==> src/design/aoncr_pkg.sv <==
// Purpose: shared constants of the analog output node configuration registers
// Assumes: one 10 MHz clock, synchronous active high reset
// Notes: addresses are holding register numbers as seen on the serial link
package aoncr_pkg;
   // holding register addresses
   localparam logic [15:0] ADR_IDENT = 16'h9c41;
   localparam logic [15:0] ADR_LINK = 16'h9c42;
   localparam logic [15:0] ADR_TMO = 16'h9c43;
   localparam logic [15:0] ADR_BEHAV = 16'h9c44;
   localparam logic [15:0] ADR_ERR = 16'h9c48;
   localparam logic [15:0] ADR_CMD = 16'h9c49;
   localparam logic [15:0] ADR_SNAP = 16'h9c4a;
   localparam logic [15:0] ADR_FW = 16'h9c4b;
   // reset values
   localparam logic [15:0] LINK_RST = 16'h0301;
   localparam logic [15:0] BEHAV_RST = 16'h0000;
   localparam logic [15:0] TMO_RST = 16'h0064;
   localparam logic [15:0] CMD_RST = 16'h0000;
   // writable bit masks, other bits read zero
   localparam logic [15:0] LINK_MASK = 16'h07ff;
   localparam logic [15:0] BEHAV_MASK = 16'h009c;
   // field positions
   localparam int BEH_FALLBACK_BIT = 7;
   localparam int BEH_PAR_ODD_BIT = 4;
   localparam int BEH_PAR_EN_BIT = 3;
   localparam int BEH_DELAY_BIT = 2;
   localparam int ERR_NVLOST_BIT = 4;
   localparam int ERR_FAULT_BIT = 2;
   localparam int SNAP_TYPE_LSB = 8;
   localparam int SNAP_BAUD_LSB = 6;
   // commands
   localparam logic [15:0] CMD_SAVE = 16'hbab0;
   localparam logic [15:0] CMD_SNAP = 16'hcac0;
   localparam logic [15:0] CMD_RESET = 16'hc1a0;
   // baud code of the lowest switch setting, 9600
   localparam logic [2:0] BAUD_SW_BASE = 3'h1;
   // identity, values arbitrary
   localparam logic [7:0] MODULE_TYPE_CODE = 8'h5a;
   localparam logic [7:0] EXT_REV = 8'h01;
   localparam logic [15:0] FIRMWARE_CODE = 16'h0100;
   // timing
   localparam int CLK_PERIOD_NS = 100;
   localparam int TENTH_NS = 100000000;
   localparam int TENTH_CYC = TENTH_NS / CLK_PERIOD_NS;
endpackage

==> src/design/aoncr_if.sv <==
// Purpose: carrier between the register core, silence timer and settings store
// Assumes: all signals on ref_clk
// Notes: save is a one-cycle strobe
interface aoncr_if;
   logic activity;
   logic [15:0] tmo_tenths;
   logic fault;
   logic save;
   logic [15:0] save_link;
   logic [15:0] save_behav;
   logic [15:0] save_tmo;
   logic [15:0] img_link;
   logic [15:0] img_behav;
   logic [15:0] img_tmo;
   logic img_valid;
   modport core (output activity, tmo_tenths, save, save_link, save_behav, save_tmo,
                 input fault, img_link, img_behav, img_tmo, img_valid);
   modport timer (input activity, tmo_tenths, output fault);
   modport store (input save, save_link, save_behav, save_tmo,
                  output img_link, img_behav, img_tmo, img_valid);
endinterface

==> src/design/aoncr_silence_timer.sv <==
// Purpose: measures bus silence in tenths of a second and raises the fault flag
// Assumes: activity pulses once per request addressed to this node
// Notes: tenths counter saturates so a long silence never wraps back to no fault
module aoncr_silence_timer #(
   parameter int TENTH_CYC = aoncr_pkg::TENTH_CYC
) (
   input logic ref_clk,
   input logic sys_rst,
   aoncr_if.timer lnk
);
   typedef struct packed {
      logic [31:0] pre;
      logic [15:0] tenths;
      logic fault;
   } aoncr_tmr_t;

   aoncr_tmr_t s_q, s_d;

   always_comb begin
      s_d = s_q;
      if (lnk.activity) begin
         s_d.pre = '0;
         s_d.tenths = '0;
         s_d.fault = 1'b0;
      end else begin
         if (s_q.pre == 32'(TENTH_CYC - 1)) begin
            s_d.pre = '0;
            if (s_q.tenths != 16'hffff) begin
               s_d.tenths = s_q.tenths + 16'h0001;
            end
         end else begin
            s_d.pre = s_q.pre + 32'h0000_0001;
         end
         s_d.fault = (s_q.tenths > lnk.tmo_tenths);
      end
   end

   always_ff @(posedge ref_clk) begin
      if (sys_rst) begin
         s_q <= '0;
      end else begin
         s_q <= s_d;
      end
   end

   assign lnk.fault = s_q.fault;
endmodule

==> src/design/aoncr_settings_store.sv <==
// Purpose: image of the saved link, behaviour and timeout settings
// Assumes: saved words arrive with a one-cycle save strobe
// Notes: power-on reset models a lost image; only a save makes it valid
module aoncr_settings_store (
   input logic ref_clk,
   input logic sys_rst,
   aoncr_if.store st
);
   typedef struct packed {
      logic [15:0] link;
      logic [15:0] behav;
      logic [15:0] tmo;
      logic valid;
   } aoncr_img_t;

   aoncr_img_t m_q, m_d;

   always_comb begin
      m_d = m_q;
      if (st.save) begin
         m_d.link = st.save_link;
         m_d.behav = st.save_behav;
         m_d.tmo = st.save_tmo;
         m_d.valid = 1'b1;
      end
   end

   always_ff @(posedge ref_clk) begin
      if (sys_rst) begin
         m_q <= {aoncr_pkg::LINK_RST, aoncr_pkg::BEHAV_RST, aoncr_pkg::TMO_RST, 1'b0};
      end else begin
         m_q <= m_d;
      end
   end

   assign st.img_link = m_q.link;
   assign st.img_behav = m_q.behav;
   assign st.img_tmo = m_q.tmo;
   assign st.img_valid = m_q.valid;
endmodule

==> src/design/aoncr_regs.sv <==
// Purpose: configuration, status and command holding registers of the output node
// Assumes: a framing layer presents decoded register reads and writes
// Notes: requests get no answer while the two-cycle settings reload runs
// Summary of operation
// - address from switches 3..8 (1..63); switches 1,2 choose 9600 to 57600 baud
// - all address switches off: address from link settings low byte, default 1
// - stored mode: baud code from link settings high byte, default 38400
// - error bit 4 shows lost stored settings; error register read only
// - error bit 2 set when silence exceeds timeout tenths, else zero
// - fault with behaviour bit 7 set: copy the three fallback outputs
// - behaviour bit 3 enables parity, bit 4 picks odd; both reset zero
// - parity sense only matters while parity enabled; same for both directions
// - behaviour bit 2 inserts a pause before each reply
// - command 0xbab0 saves configuration; command register resets to zero
// - command 0xcac0 captures the switch bank into the snapshot register
// - command 0xc1a0 performs a module reset
// - snapshot bit 10 is channel three type, one means voltage; 15..11 zero
// - snapshot bits 9,8 types, 7:6 baud switches, 5:0 address switches
module aoncr_regs #(
   parameter int TENTH_CYC = aoncr_pkg::TENTH_CYC
) (
   input logic ref_clk,
   input logic sys_rst,
   input logic [15:0] reg_addr,
   input logic reg_wr,
   input logic reg_rd,
   input logic [15:0] reg_wdata,
   output logic [15:0] reg_rdata,
   output logic reg_ack,
   output logic reg_err,
   input logic [1:0] dip_baud,
   input logic [5:0] dip_addr,
   input logic [2:0] dip_type_on,
   input logic bus_activity,
   output logic [7:0] node_addr,
   output logic [2:0] baud_code,
   output logic parity_en,
   output logic parity_odd,
   output logic reply_delay_en,
   output logic fallback_copy,
   output logic config_ready
);
   typedef enum logic [1:0] {
      ST_IDLE = 2'b00,
      ST_LOAD = 2'b01,
      ST_APPLY = 2'b10
   } aoncr_st_t;

   typedef struct packed {
      aoncr_st_t st;
      logic [15:0] link;
      logic [15:0] behav;
      logic [15:0] tmo;
      logic [15:0] cmd;
      logic [15:0] snap;
      logic [7:0] node;
      logic [2:0] baud;
      logic [15:0] rdata;
      logic ack;
      logic err;
      logic save;
      logic fb;
      logic fault_prev;
   } aoncr_core_t;

   aoncr_core_t r_q, r_d;
   aoncr_if lnk ();

   logic take;
   logic [15:0] err_word;
   logic [15:0] snap_now;

   aoncr_silence_timer #(.TENTH_CYC(TENTH_CYC)) u_timer (
      .ref_clk(ref_clk),
      .sys_rst(sys_rst),
      .lnk(lnk.timer)
   );

   aoncr_settings_store u_store (
      .ref_clk(ref_clk),
      .sys_rst(sys_rst),
      .st(lnk.store)
   );

   assign lnk.activity = bus_activity;
   assign lnk.tmo_tenths = r_q.tmo;
   assign lnk.save = r_q.save;
   assign lnk.save_link = r_q.link;
   assign lnk.save_behav = r_q.behav;
   assign lnk.save_tmo = r_q.tmo;

   // no request is taken while settings are being reloaded
   assign take = (reg_wr | reg_rd) && (r_q.st == ST_IDLE);

   always_comb begin
      err_word = '0;
      err_word[aoncr_pkg::ERR_NVLOST_BIT] = ~lnk.img_valid;
      err_word[aoncr_pkg::ERR_FAULT_BIT] = lnk.fault;
   end

   // switch on means current output, register bit one means voltage
   assign snap_now = {5'h00, ~dip_type_on, dip_baud, dip_addr};

   always_comb begin
      r_d = r_q;
      r_d.ack = 1'b0;
      r_d.err = 1'b0;
      r_d.save = 1'b0;
      r_d.fault_prev = lnk.fault;
      // only the rising edge of the fault copies, so outputs stay writable afterwards
      r_d.fb = lnk.fault && !r_q.fault_prev && r_q.behav[aoncr_pkg::BEH_FALLBACK_BIT];
      case (r_q.st)
         ST_IDLE: begin
            if (take) begin
               r_d.ack = 1'b1;
               r_d.rdata = '0;
               if (reg_rd) begin
                  case (reg_addr)
                     aoncr_pkg::ADR_IDENT: r_d.rdata = {aoncr_pkg::MODULE_TYPE_CODE, aoncr_pkg::EXT_REV};
                     aoncr_pkg::ADR_LINK: r_d.rdata = r_q.link;
                     aoncr_pkg::ADR_TMO: r_d.rdata = r_q.tmo;
                     aoncr_pkg::ADR_BEHAV: r_d.rdata = r_q.behav;
                     aoncr_pkg::ADR_ERR: r_d.rdata = err_word;
                     aoncr_pkg::ADR_CMD: r_d.rdata = r_q.cmd;
                     aoncr_pkg::ADR_SNAP: r_d.rdata = r_q.snap;
                     aoncr_pkg::ADR_FW: r_d.rdata = aoncr_pkg::FIRMWARE_CODE;
                     default: r_d.err = 1'b1;
                  endcase
               end else begin
                  case (reg_addr)
                     aoncr_pkg::ADR_LINK: r_d.link = reg_wdata & aoncr_pkg::LINK_MASK;
                     aoncr_pkg::ADR_TMO: r_d.tmo = reg_wdata;
                     aoncr_pkg::ADR_BEHAV: r_d.behav = reg_wdata & aoncr_pkg::BEHAV_MASK;
                     aoncr_pkg::ADR_CMD: begin
                        r_d.cmd = reg_wdata;
                        case (reg_wdata)
                           aoncr_pkg::CMD_SAVE: r_d.save = 1'b1;
                           aoncr_pkg::CMD_SNAP: r_d.snap = snap_now;
                           aoncr_pkg::CMD_RESET: r_d.st = ST_LOAD;
                           default: r_d.save = 1'b0;
                        endcase
                     end
                     // read-only and unmapped words are left untouched
                     default: r_d.err = 1'b1;
                  endcase
               end
            end
         end
         ST_LOAD: begin
            // module reset: settings return to the saved image only if it is valid, else keep their values; command clears
            if (lnk.img_valid) begin
               r_d.link = lnk.img_link & aoncr_pkg::LINK_MASK;
               r_d.behav = lnk.img_behav & aoncr_pkg::BEHAV_MASK;
               r_d.tmo = lnk.img_tmo;
            end
            r_d.cmd = aoncr_pkg::CMD_RST;
            r_d.st = ST_APPLY;
         end
         ST_APPLY: begin
            if (dip_addr != 6'h00) begin
               r_d.node = {2'b00, dip_addr};
               r_d.baud = aoncr_pkg::BAUD_SW_BASE + {1'b0, dip_baud};
            end else begin
               r_d.node = r_q.link[7:0];
               r_d.baud = r_q.link[10:8];
            end
            r_d.st = ST_IDLE;
         end
         default: r_d.st = ST_IDLE;
      endcase
   end

   always_ff @(posedge ref_clk) begin
      if (sys_rst) begin
         // power-on goes through the same reload as the reset command
         r_q <= '0;
         r_q.st <= ST_LOAD;
         r_q.link <= aoncr_pkg::LINK_RST;
         r_q.behav <= aoncr_pkg::BEHAV_RST;
         r_q.tmo <= aoncr_pkg::TMO_RST;
         r_q.cmd <= aoncr_pkg::CMD_RST;
      end else begin
         r_q <= r_d;
      end
   end

   assign reg_rdata = r_q.rdata;
   assign reg_ack = r_q.ack;
   assign reg_err = r_q.err;
   assign node_addr = r_q.node;
   assign baud_code = r_q.baud;
   assign parity_en = r_q.behav[aoncr_pkg::BEH_PAR_EN_BIT];
   // sense is forced even-coded off while parity is disabled
   assign parity_odd = r_q.behav[aoncr_pkg::BEH_PAR_EN_BIT] & r_q.behav[aoncr_pkg::BEH_PAR_ODD_BIT];
   assign reply_delay_en = r_q.behav[aoncr_pkg::BEH_DELAY_BIT];
   assign fallback_copy = r_q.fb;
   assign config_ready = (r_q.st == ST_IDLE);

   // request decodes shared by the checks below
   logic chk_wr_cmd;
   logic chk_rd_err;
   logic chk_wr_behav;
   logic chk_mapped;

   assign chk_wr_cmd = take && reg_wr && (reg_addr == aoncr_pkg::ADR_CMD);
   assign chk_rd_err = take && reg_rd && (reg_addr == aoncr_pkg::ADR_ERR);
   assign chk_wr_behav = take && reg_wr && (reg_addr == aoncr_pkg::ADR_BEHAV);
   assign chk_mapped = reg_addr inside {aoncr_pkg::ADR_IDENT, aoncr_pkg::ADR_LINK, aoncr_pkg::ADR_TMO,
      aoncr_pkg::ADR_BEHAV, aoncr_pkg::ADR_ERR, aoncr_pkg::ADR_CMD, aoncr_pkg::ADR_SNAP, aoncr_pkg::ADR_FW};
endmodule

==> config.mk <==
export PLATFORM = sky130hd
export DESIGN_NAME = aoncr_regs
export DESIGN_NICKNAME = d
export VERILOG_FILES = /design/src/design/aoncr_pkg.sv /design/src/design/aoncr_if.sv /design/src/design/aoncr_silence_timer.sv /design/src/design/aoncr_settings_store.sv /design/src/design/aoncr_regs.sv
export SDC_FILE = /design/constraint.sdc
export NUM_CORES = 1
export LEC_CHECK = 0
export BUFFER_PORTS_ARGS = -buffer_cell sky130_fd_sc_hd__buf_2
export CORE_MARGIN = 4
export CORE_UTILIZATION = 59
export DETAILED_ROUTE_END_ITERATION = 8
export PLACE_DENSITY = 0.8
export SYNTH_ARGS = -nofsm -noshare
export SYNTH_HDL_FRONTEND = slang
export SYNTH_SLANG_ARGS = --single-unit
==> constraint.sdc <==
create_clock -name ref_clk -period 3 [get_ports ref_clk]
set_input_delay 0.15 -clock ref_clk [delete_from_list [all_inputs] [get_ports ref_clk]]
set_output_delay 0.15 -clock ref_clk [all_outputs]
set_load 0.02 [all_outputs]
==> qor.yml, run 1 <==
routed_wl_um: 21100
status: "finished clean"
core_area_sq_um: 13500
insertion_delay_ps: 420
grt_pass1_wl_um: 34200
holdPathStages: 3
yosysWarningCount: 0
post_cts_buffers: 0
cp.arrival_ps: 2750
cts_buffers: 17
clock_sinks: 173
min_period_over_period: 0.798
num_vias: 7211
final-setup-viol-count: 0
fmax_mhz: 418
fin_crit_ps: 2400
drt_iter0_markers: 785
syn_inst: 931
vias_per_cell: 6.23
rows: 42
worstHoldStart: "dip_addr[1]"
ctsHoldBuffers: 0
dp_hpwl_um: 14800
multi_input_area_sq_um: 4260
wl_per_cell_um: 18.2
dieArea_sq_um: 15900
ys_types: 68
fin_skew_ps: 7.18
syn_area_sq_um: 8220
h-tree-depth: 4
drive_gt1_frac: 0.156
cts-root-buf: "clkbuf_16"
gp_congestion: 0.875
worst_pin_slew_ps: 1110
n_antenna_cell: 0
synth_flop_cell: "dfxtp_1"
maxSlewViolCount: 0
globalRoute.totalOverflow: 0
die_y_um: 126
r2r_cells: 6
hold_violations: 0
port_buffers: 81
fillCellCount: 1060
startpoint_type: "register"
cp-end-kind: "register"
worstHoldPathType: "primary input to register"
cap_viol_max_count: 0
ioPinCount: 82
route.detailed.drc: 0
p_leak_nw: 3.27
antenna_found_initial: 0
grt_max_degree: 45
synth_edf_count: 0
cts_tree: "yes"
ant_nets: 0
drt_pre_antenna_iters: 5
r2r_slack_ps: 600
ir_drop_uv: 444
synth_nets: 998
worstReg2RegEnd: "u_timer.s_q[11]"
synthArstFlopShare: 0
final-seq-area_sq_um: 3460
area_growth_pct: 12.0
cts_buffer_depth: 2
relSlewSlack: 0.260
avgSynthCellArea_sq_um: 8.83
path_class: "register to register"
worstPathRequired_ps: 3350
fin_setup_tns_ps: 0
start_util: 0.611
ys_seq_area_frac: 0.422
final_net_count: 1038
grt_pass1_vias: 6600
ys_ff_latch: 173
hold_end: "r_q[33]"
fin_total_pwr_w: 0.00469
path_clk_slew_ps: 60
rsz0062_at_grt: "no"
ctsResizeCount: 0
powerDensity_nw_per_um2: 510
reg2reg_from: "u_timer.s_q[1]"
worst-path-max-fanout: 23
die_w_um: 126
track_usage: 0.263
## kinds of logic (layout without fill, tap and decap cells)
group	count (synthesis)	after routing	synth area share
multiplexers	40	40	0.0489
buffers and inverters	111	161	0.0644
adder cells (fa/ha/maj)	19	19	0.0289
AND/OR/NAND/NOR	364	364	0.236
flip-flops	173	173	0.422
XOR/XNOR	29	29	0.0309
AO/OA/AOI/OAI	195	195	0.170
## metal layers
metal / track usage / wire length [um] / vias to the layer above
met5: 0 / 0 / -
met2: 0.402 / 9450 / 332
met3: 0.0699 / 1880 / 43
met4: 0.0814 / 441 / 0
li1: - / - / 3462
met1: 0.367 / 9320 / 3374
## sequential cells by signal, indices dropped and copies added, names as in the netlist
name	count
u_timer.s_q	48
reg_err	1
u_store.st.img_valid	1
baud_code	3
u_store.st.img_tmo	16
u_timer.lnk.fault	1
lnk.save_behav	4
r_q	30
node_addr	8
reg_rdata	16
reg_ack	1
u_store.st.img_behav	4
lnk.save_link	11
fallback_copy	1
lnk.save	1
u_store.st.img_link	11
lnk.save_tmo	16
## critical path: stages, from the launching register on
cell	delay, ps
dfxtp_1	350
ha_1	250
nand2_1	240
nor2_1	110
a2111o_1	690
or4_1	550
a21oi_1	140
## report_power, final
part           internal [W]  switching (W)  leakage (nW)  total [W]
clock               0.00130       0.000849         0.285    0.00215
sequential          0.00231     0.00000927          1.40    0.00232
combinational     0.0000714       0.000155          1.59   0.000226
## cell type report
cell class | count | area share
multi-input cells | 647 | 0.463
clock inverters | 6 | 0.00911
inverters | 28 | 0.0114
flip-flops and latches | 173 | 0.376
repair buffers | 104 | 0.0631
well taps | 176 | 0.0239
clock buffers | 23 | 0.0530
## stage by stage
| stage | cells | setup slack [ps] | hold slack (ps) | utilization | instance area [sq um] |
|---|---|---|---|---|---|
| 2_1_floorplan | 931 | 813 | 283 | - | 8220 |
| 3_3_place_gp | 1128 | 605 | 426 | 0.642 | 8630 |
| 3_5_place_dp | 1128 | 557 | 437 | 0.642 | 8630 |
| 4_1_cts | 1157 | 642 | 0.812 | 0.684 | 9210 |
| 5_1_grt | 1157 | 455 | 2.94 | 0.684 | 9210 |
| 6_report | 1157 | 605 | 13.6 | 0.684 | 9210 |
## worst max-delay path by stage
stage | end | depth (start not counted) | slack [ps] | startpoint
floorplan | r_q[32] | 7 | 810 | r_q[113]
global placement | r_q[41] | 7 | 600 | reg_addr[5]
detailed placement | r_q[39] | 7 | 560 | reg_addr[5]
CTS | u_timer.s_q[11] | 6 | 640 | u_timer.s_q[1]
global route | u_timer.s_q[8] | 6 | 460 | u_timer.s_q[1]
finish | u_timer.s_q[11] | 6 | 600 | u_timer.s_q[1]
## cells in the mapped netlist, types with 7 or more instances
| cell type | number | area (sq um) |
|---|---|---|
| dfxtp_1 | 173 | 3460 |
| nor2_1 | 117 | 439 |
| nand2_1 | 63 | 236 |
| a21oi_1 | 50 | 250 |
| clkbuf_1 | 46 | 173 |
| mux2i_1 | 39 | 390 |
| inv_1 | 28 | 105 |
| nand3_1 | 28 | 140 |
| buf_4 | 27 | 203 |
| a211oi_1 | 25 | 188 |
| nand4_1 | 23 | 144 |
| nor3_1 | 23 | 115 |
| a22oi_1 | 21 | 158 |
| xor2_1 | 20 | 175 |
| ha_1 | 19 | 238 |
| nor4_1 | 14 | 87.6 |
| nor2b_1 | 13 | 81.3 |
| a22o_1 | 12 | 105 |
| and3_1 | 12 | 75.1 |
| o21ai_0 | 12 | 60.1 |
| a311oi_1 | 11 | 96.3 |
| o2bb2ai_1 | 11 | 96.3 |
| or4_1 | 11 | 82.6 |
| o31ai_1 | 9 | 67.6 |
| xnor2_1 | 9 | 78.8 |
| and2_1 | 8 | 50.1 |
| a21o_1 | 7 | 52.6 |
## cell usage in the layout (no fill, tap or decap), types with 7 or more instances in the layout
cell	netlist	routed
a22o_1	12	12
nor2b_1	13	12
mux2i_1	39	39
a22oi_1	21	21
xnor2_1	9	9
o31ai_1	9	9
inv_1	28	28
and3_1	12	12
a211oi_1	25	25
nor2_1	117	117
nand3_1	28	28
nor3_1	23	23
buf_2	3	80
buf_4	27	24
ha_1	19	19
clkbuf_16	0	17
nor4_1	14	13
dfxtp_1	173	172
or4_1	11	11
a21o_1	7	7
a311oi_1	11	11
o2bb2ai_1	11	11
and2_1	8	8
nand4_1	23	23
xor2_1	20	20
a21oi_1	50	50
o21ai_0	12	12
nand2_1	63	63
No activity file was read; power rests on OpenSTA's default activity.
==> run 2: changes to the inputs <==
==> constraint.sdc (replaced) <==
create_clock -name ref_clk -period 2.5 [get_ports ref_clk]
set_input_delay 0.125 -clock ref_clk [delete_from_list [all_inputs] [get_ports ref_clk]]
set_output_delay 0.125 -clock ref_clk [all_outputs]
set_load 0.02 [all_outputs]
==> qor.yml, run 2 (synthesized netlist as in run 1, its figures left out) <==
core_area_sq_um: 13500
die_w_um: 126
antenna_found_initial: 1
insertion_delay_ps: 430
worst-path-max-fanout: 11
cts-root-buf: "clkbuf_16"
cp-end-kind: "register"
startpoint_type: "primary input"
fin_skew_ps: 7.17
dp_hpwl_um: 15600
vias_per_cell: 6.28
fin_util: 0.706
num_vias: 7490
largest_register: "u_timer.s_q"
clock_sinks: 173
cts_buffers: 17
powerDensity_nw_per_um2: 587
cts_tree: "yes"
cap_viol_max_count: 0
drt_pre_antenna_iters: 8
wl_per_cell_um: 18.7
final_net_count: 1072
globalRoute.totalOverflow: 0
fin_setup_tns_ps: 0
final_common_cell: "dfxtp_1"
relSlewSlack: 0.540
die_y_um: 126
rsz0062_at_grt: "no"
dieArea_sq_um: 15900
p_leak_nw: 3.41
status: "finished clean"
largest_reg_flops: 48
path_clk_slew_ps: 60
route.detailed.drc: 0
hold_violations: 0
ioPinCount: 82
ir_drop_uv: 483
rows: 42
min_period_over_period: 0.904
fin_total_pwr_w: 0.00558
start_util: 0.611
port_buffers: 81
maxSlewViolCount: 0
path_class: "primary input to register"
fin_crit_ps: 2260
cts_buffer_depth: 2
gp_congestion: 0.886
fmax_mhz: 442
layout_common_cells: "dfxtp_1, nor2_1, buf_2, nand2_1, a21oi_1"
grt_max_degree: 57
h-tree-depth: 4
worstHoldPathType: "primary input to register"
area_growth_pct: 15.6
final.setup.worst_slack_ps: 239
drive_gt1_frac: 0.169
grt_pass1_vias: 7072
final-setup-viol-count: 0
cp.arrival_ps: 2580
worstPathRequired_ps: 2820
routed_wl_um: 22300
grt_pass1_wl_um: 36500
drt_iter0_markers: 824
worst_pin_slew_ps: 684
track_usage: 0.283
pre_cts_ws_ps: 190
reg.largest.list: "u_timer.s_q: 48 flops, r_q: 30 flops"
ant_nets: 0
==> run 2: where the power goes <==
group          leakage [nW]  switching (W)  internal, W
Clock                 0.263        0.00105      0.00144
Sequential             1.40     0.00000630      0.00277
Combinational          1.75       0.000202     0.000111
Total                  3.41        0.00126      0.00432
==> run 2: metal layers <==
layer  track usage  share of wire  wire [um]
met4         0.105          0.026        588
met3        0.0669          0.089       1990
met2         0.439           0.46      10200
met1         0.384           0.43       9510
met5             0              0          0
==> run 2: stage by stage <==
stage          hold slack (ps)  cells  instance area, sq um
3_5_place_dp               400   1148                  8810
3_3_place_gp               381   1148                  8810
6_report                  15.6   1192                  9500
4_1_cts                   1.72   1191                  9490
5_1_grt                   20.4   1191                  9490
2_1_floorplan              258    931                  8220
==> run 2: final cells by class <==
type / instances / area [sq um]
Multi-Input combinational cell: 647 / 4270
Fill cell: 1059 / 3960
Sequential cell: 173 / 3460
Timing Repair Buffer: 138 / 896
Clock buffer: 24 / 482
Tap cell: 176 / 220
Inverter: 28 / 105
Clock inverter: 5 / 60.1
Antenna cell: 1 / 2.50
==> run 2: timing repair <==
action	4_1_cts	5_1_grt
gates resized for setup	0	1
setup endpoints to repair	0	4
hold buffers	14	0
hold endpoints to repair	15	0
buffers inserted	0	0
==> run 2: worst max-delay path, stage by stage <==
cell and delay (ps):
dlygate4sd3_1 530, buf_2 150, or3b_2 500, or4b_1 530, nor4_4 140, buf_4 280, mux2i_1 260, nor2_1 60
==> run 2: path summary, 6_finish.rpt <==
| check | cells past startpoint | from | slack [ps] | endpoint |
|---|---|---|---|---|
| hold reg to reg | 2 | reg_rdata[14] | 450 | reg_rdata[14] |
| hold / removal | 2 | reg_wdata[14] | 20 | r_q[62] |
| setup / recovery | 8 | reg_wdata[3] | 240 | r_q[39] |
| setup reg to reg | 5 | u_timer.s_q[29] | 240 | u_timer.s_q[14] |
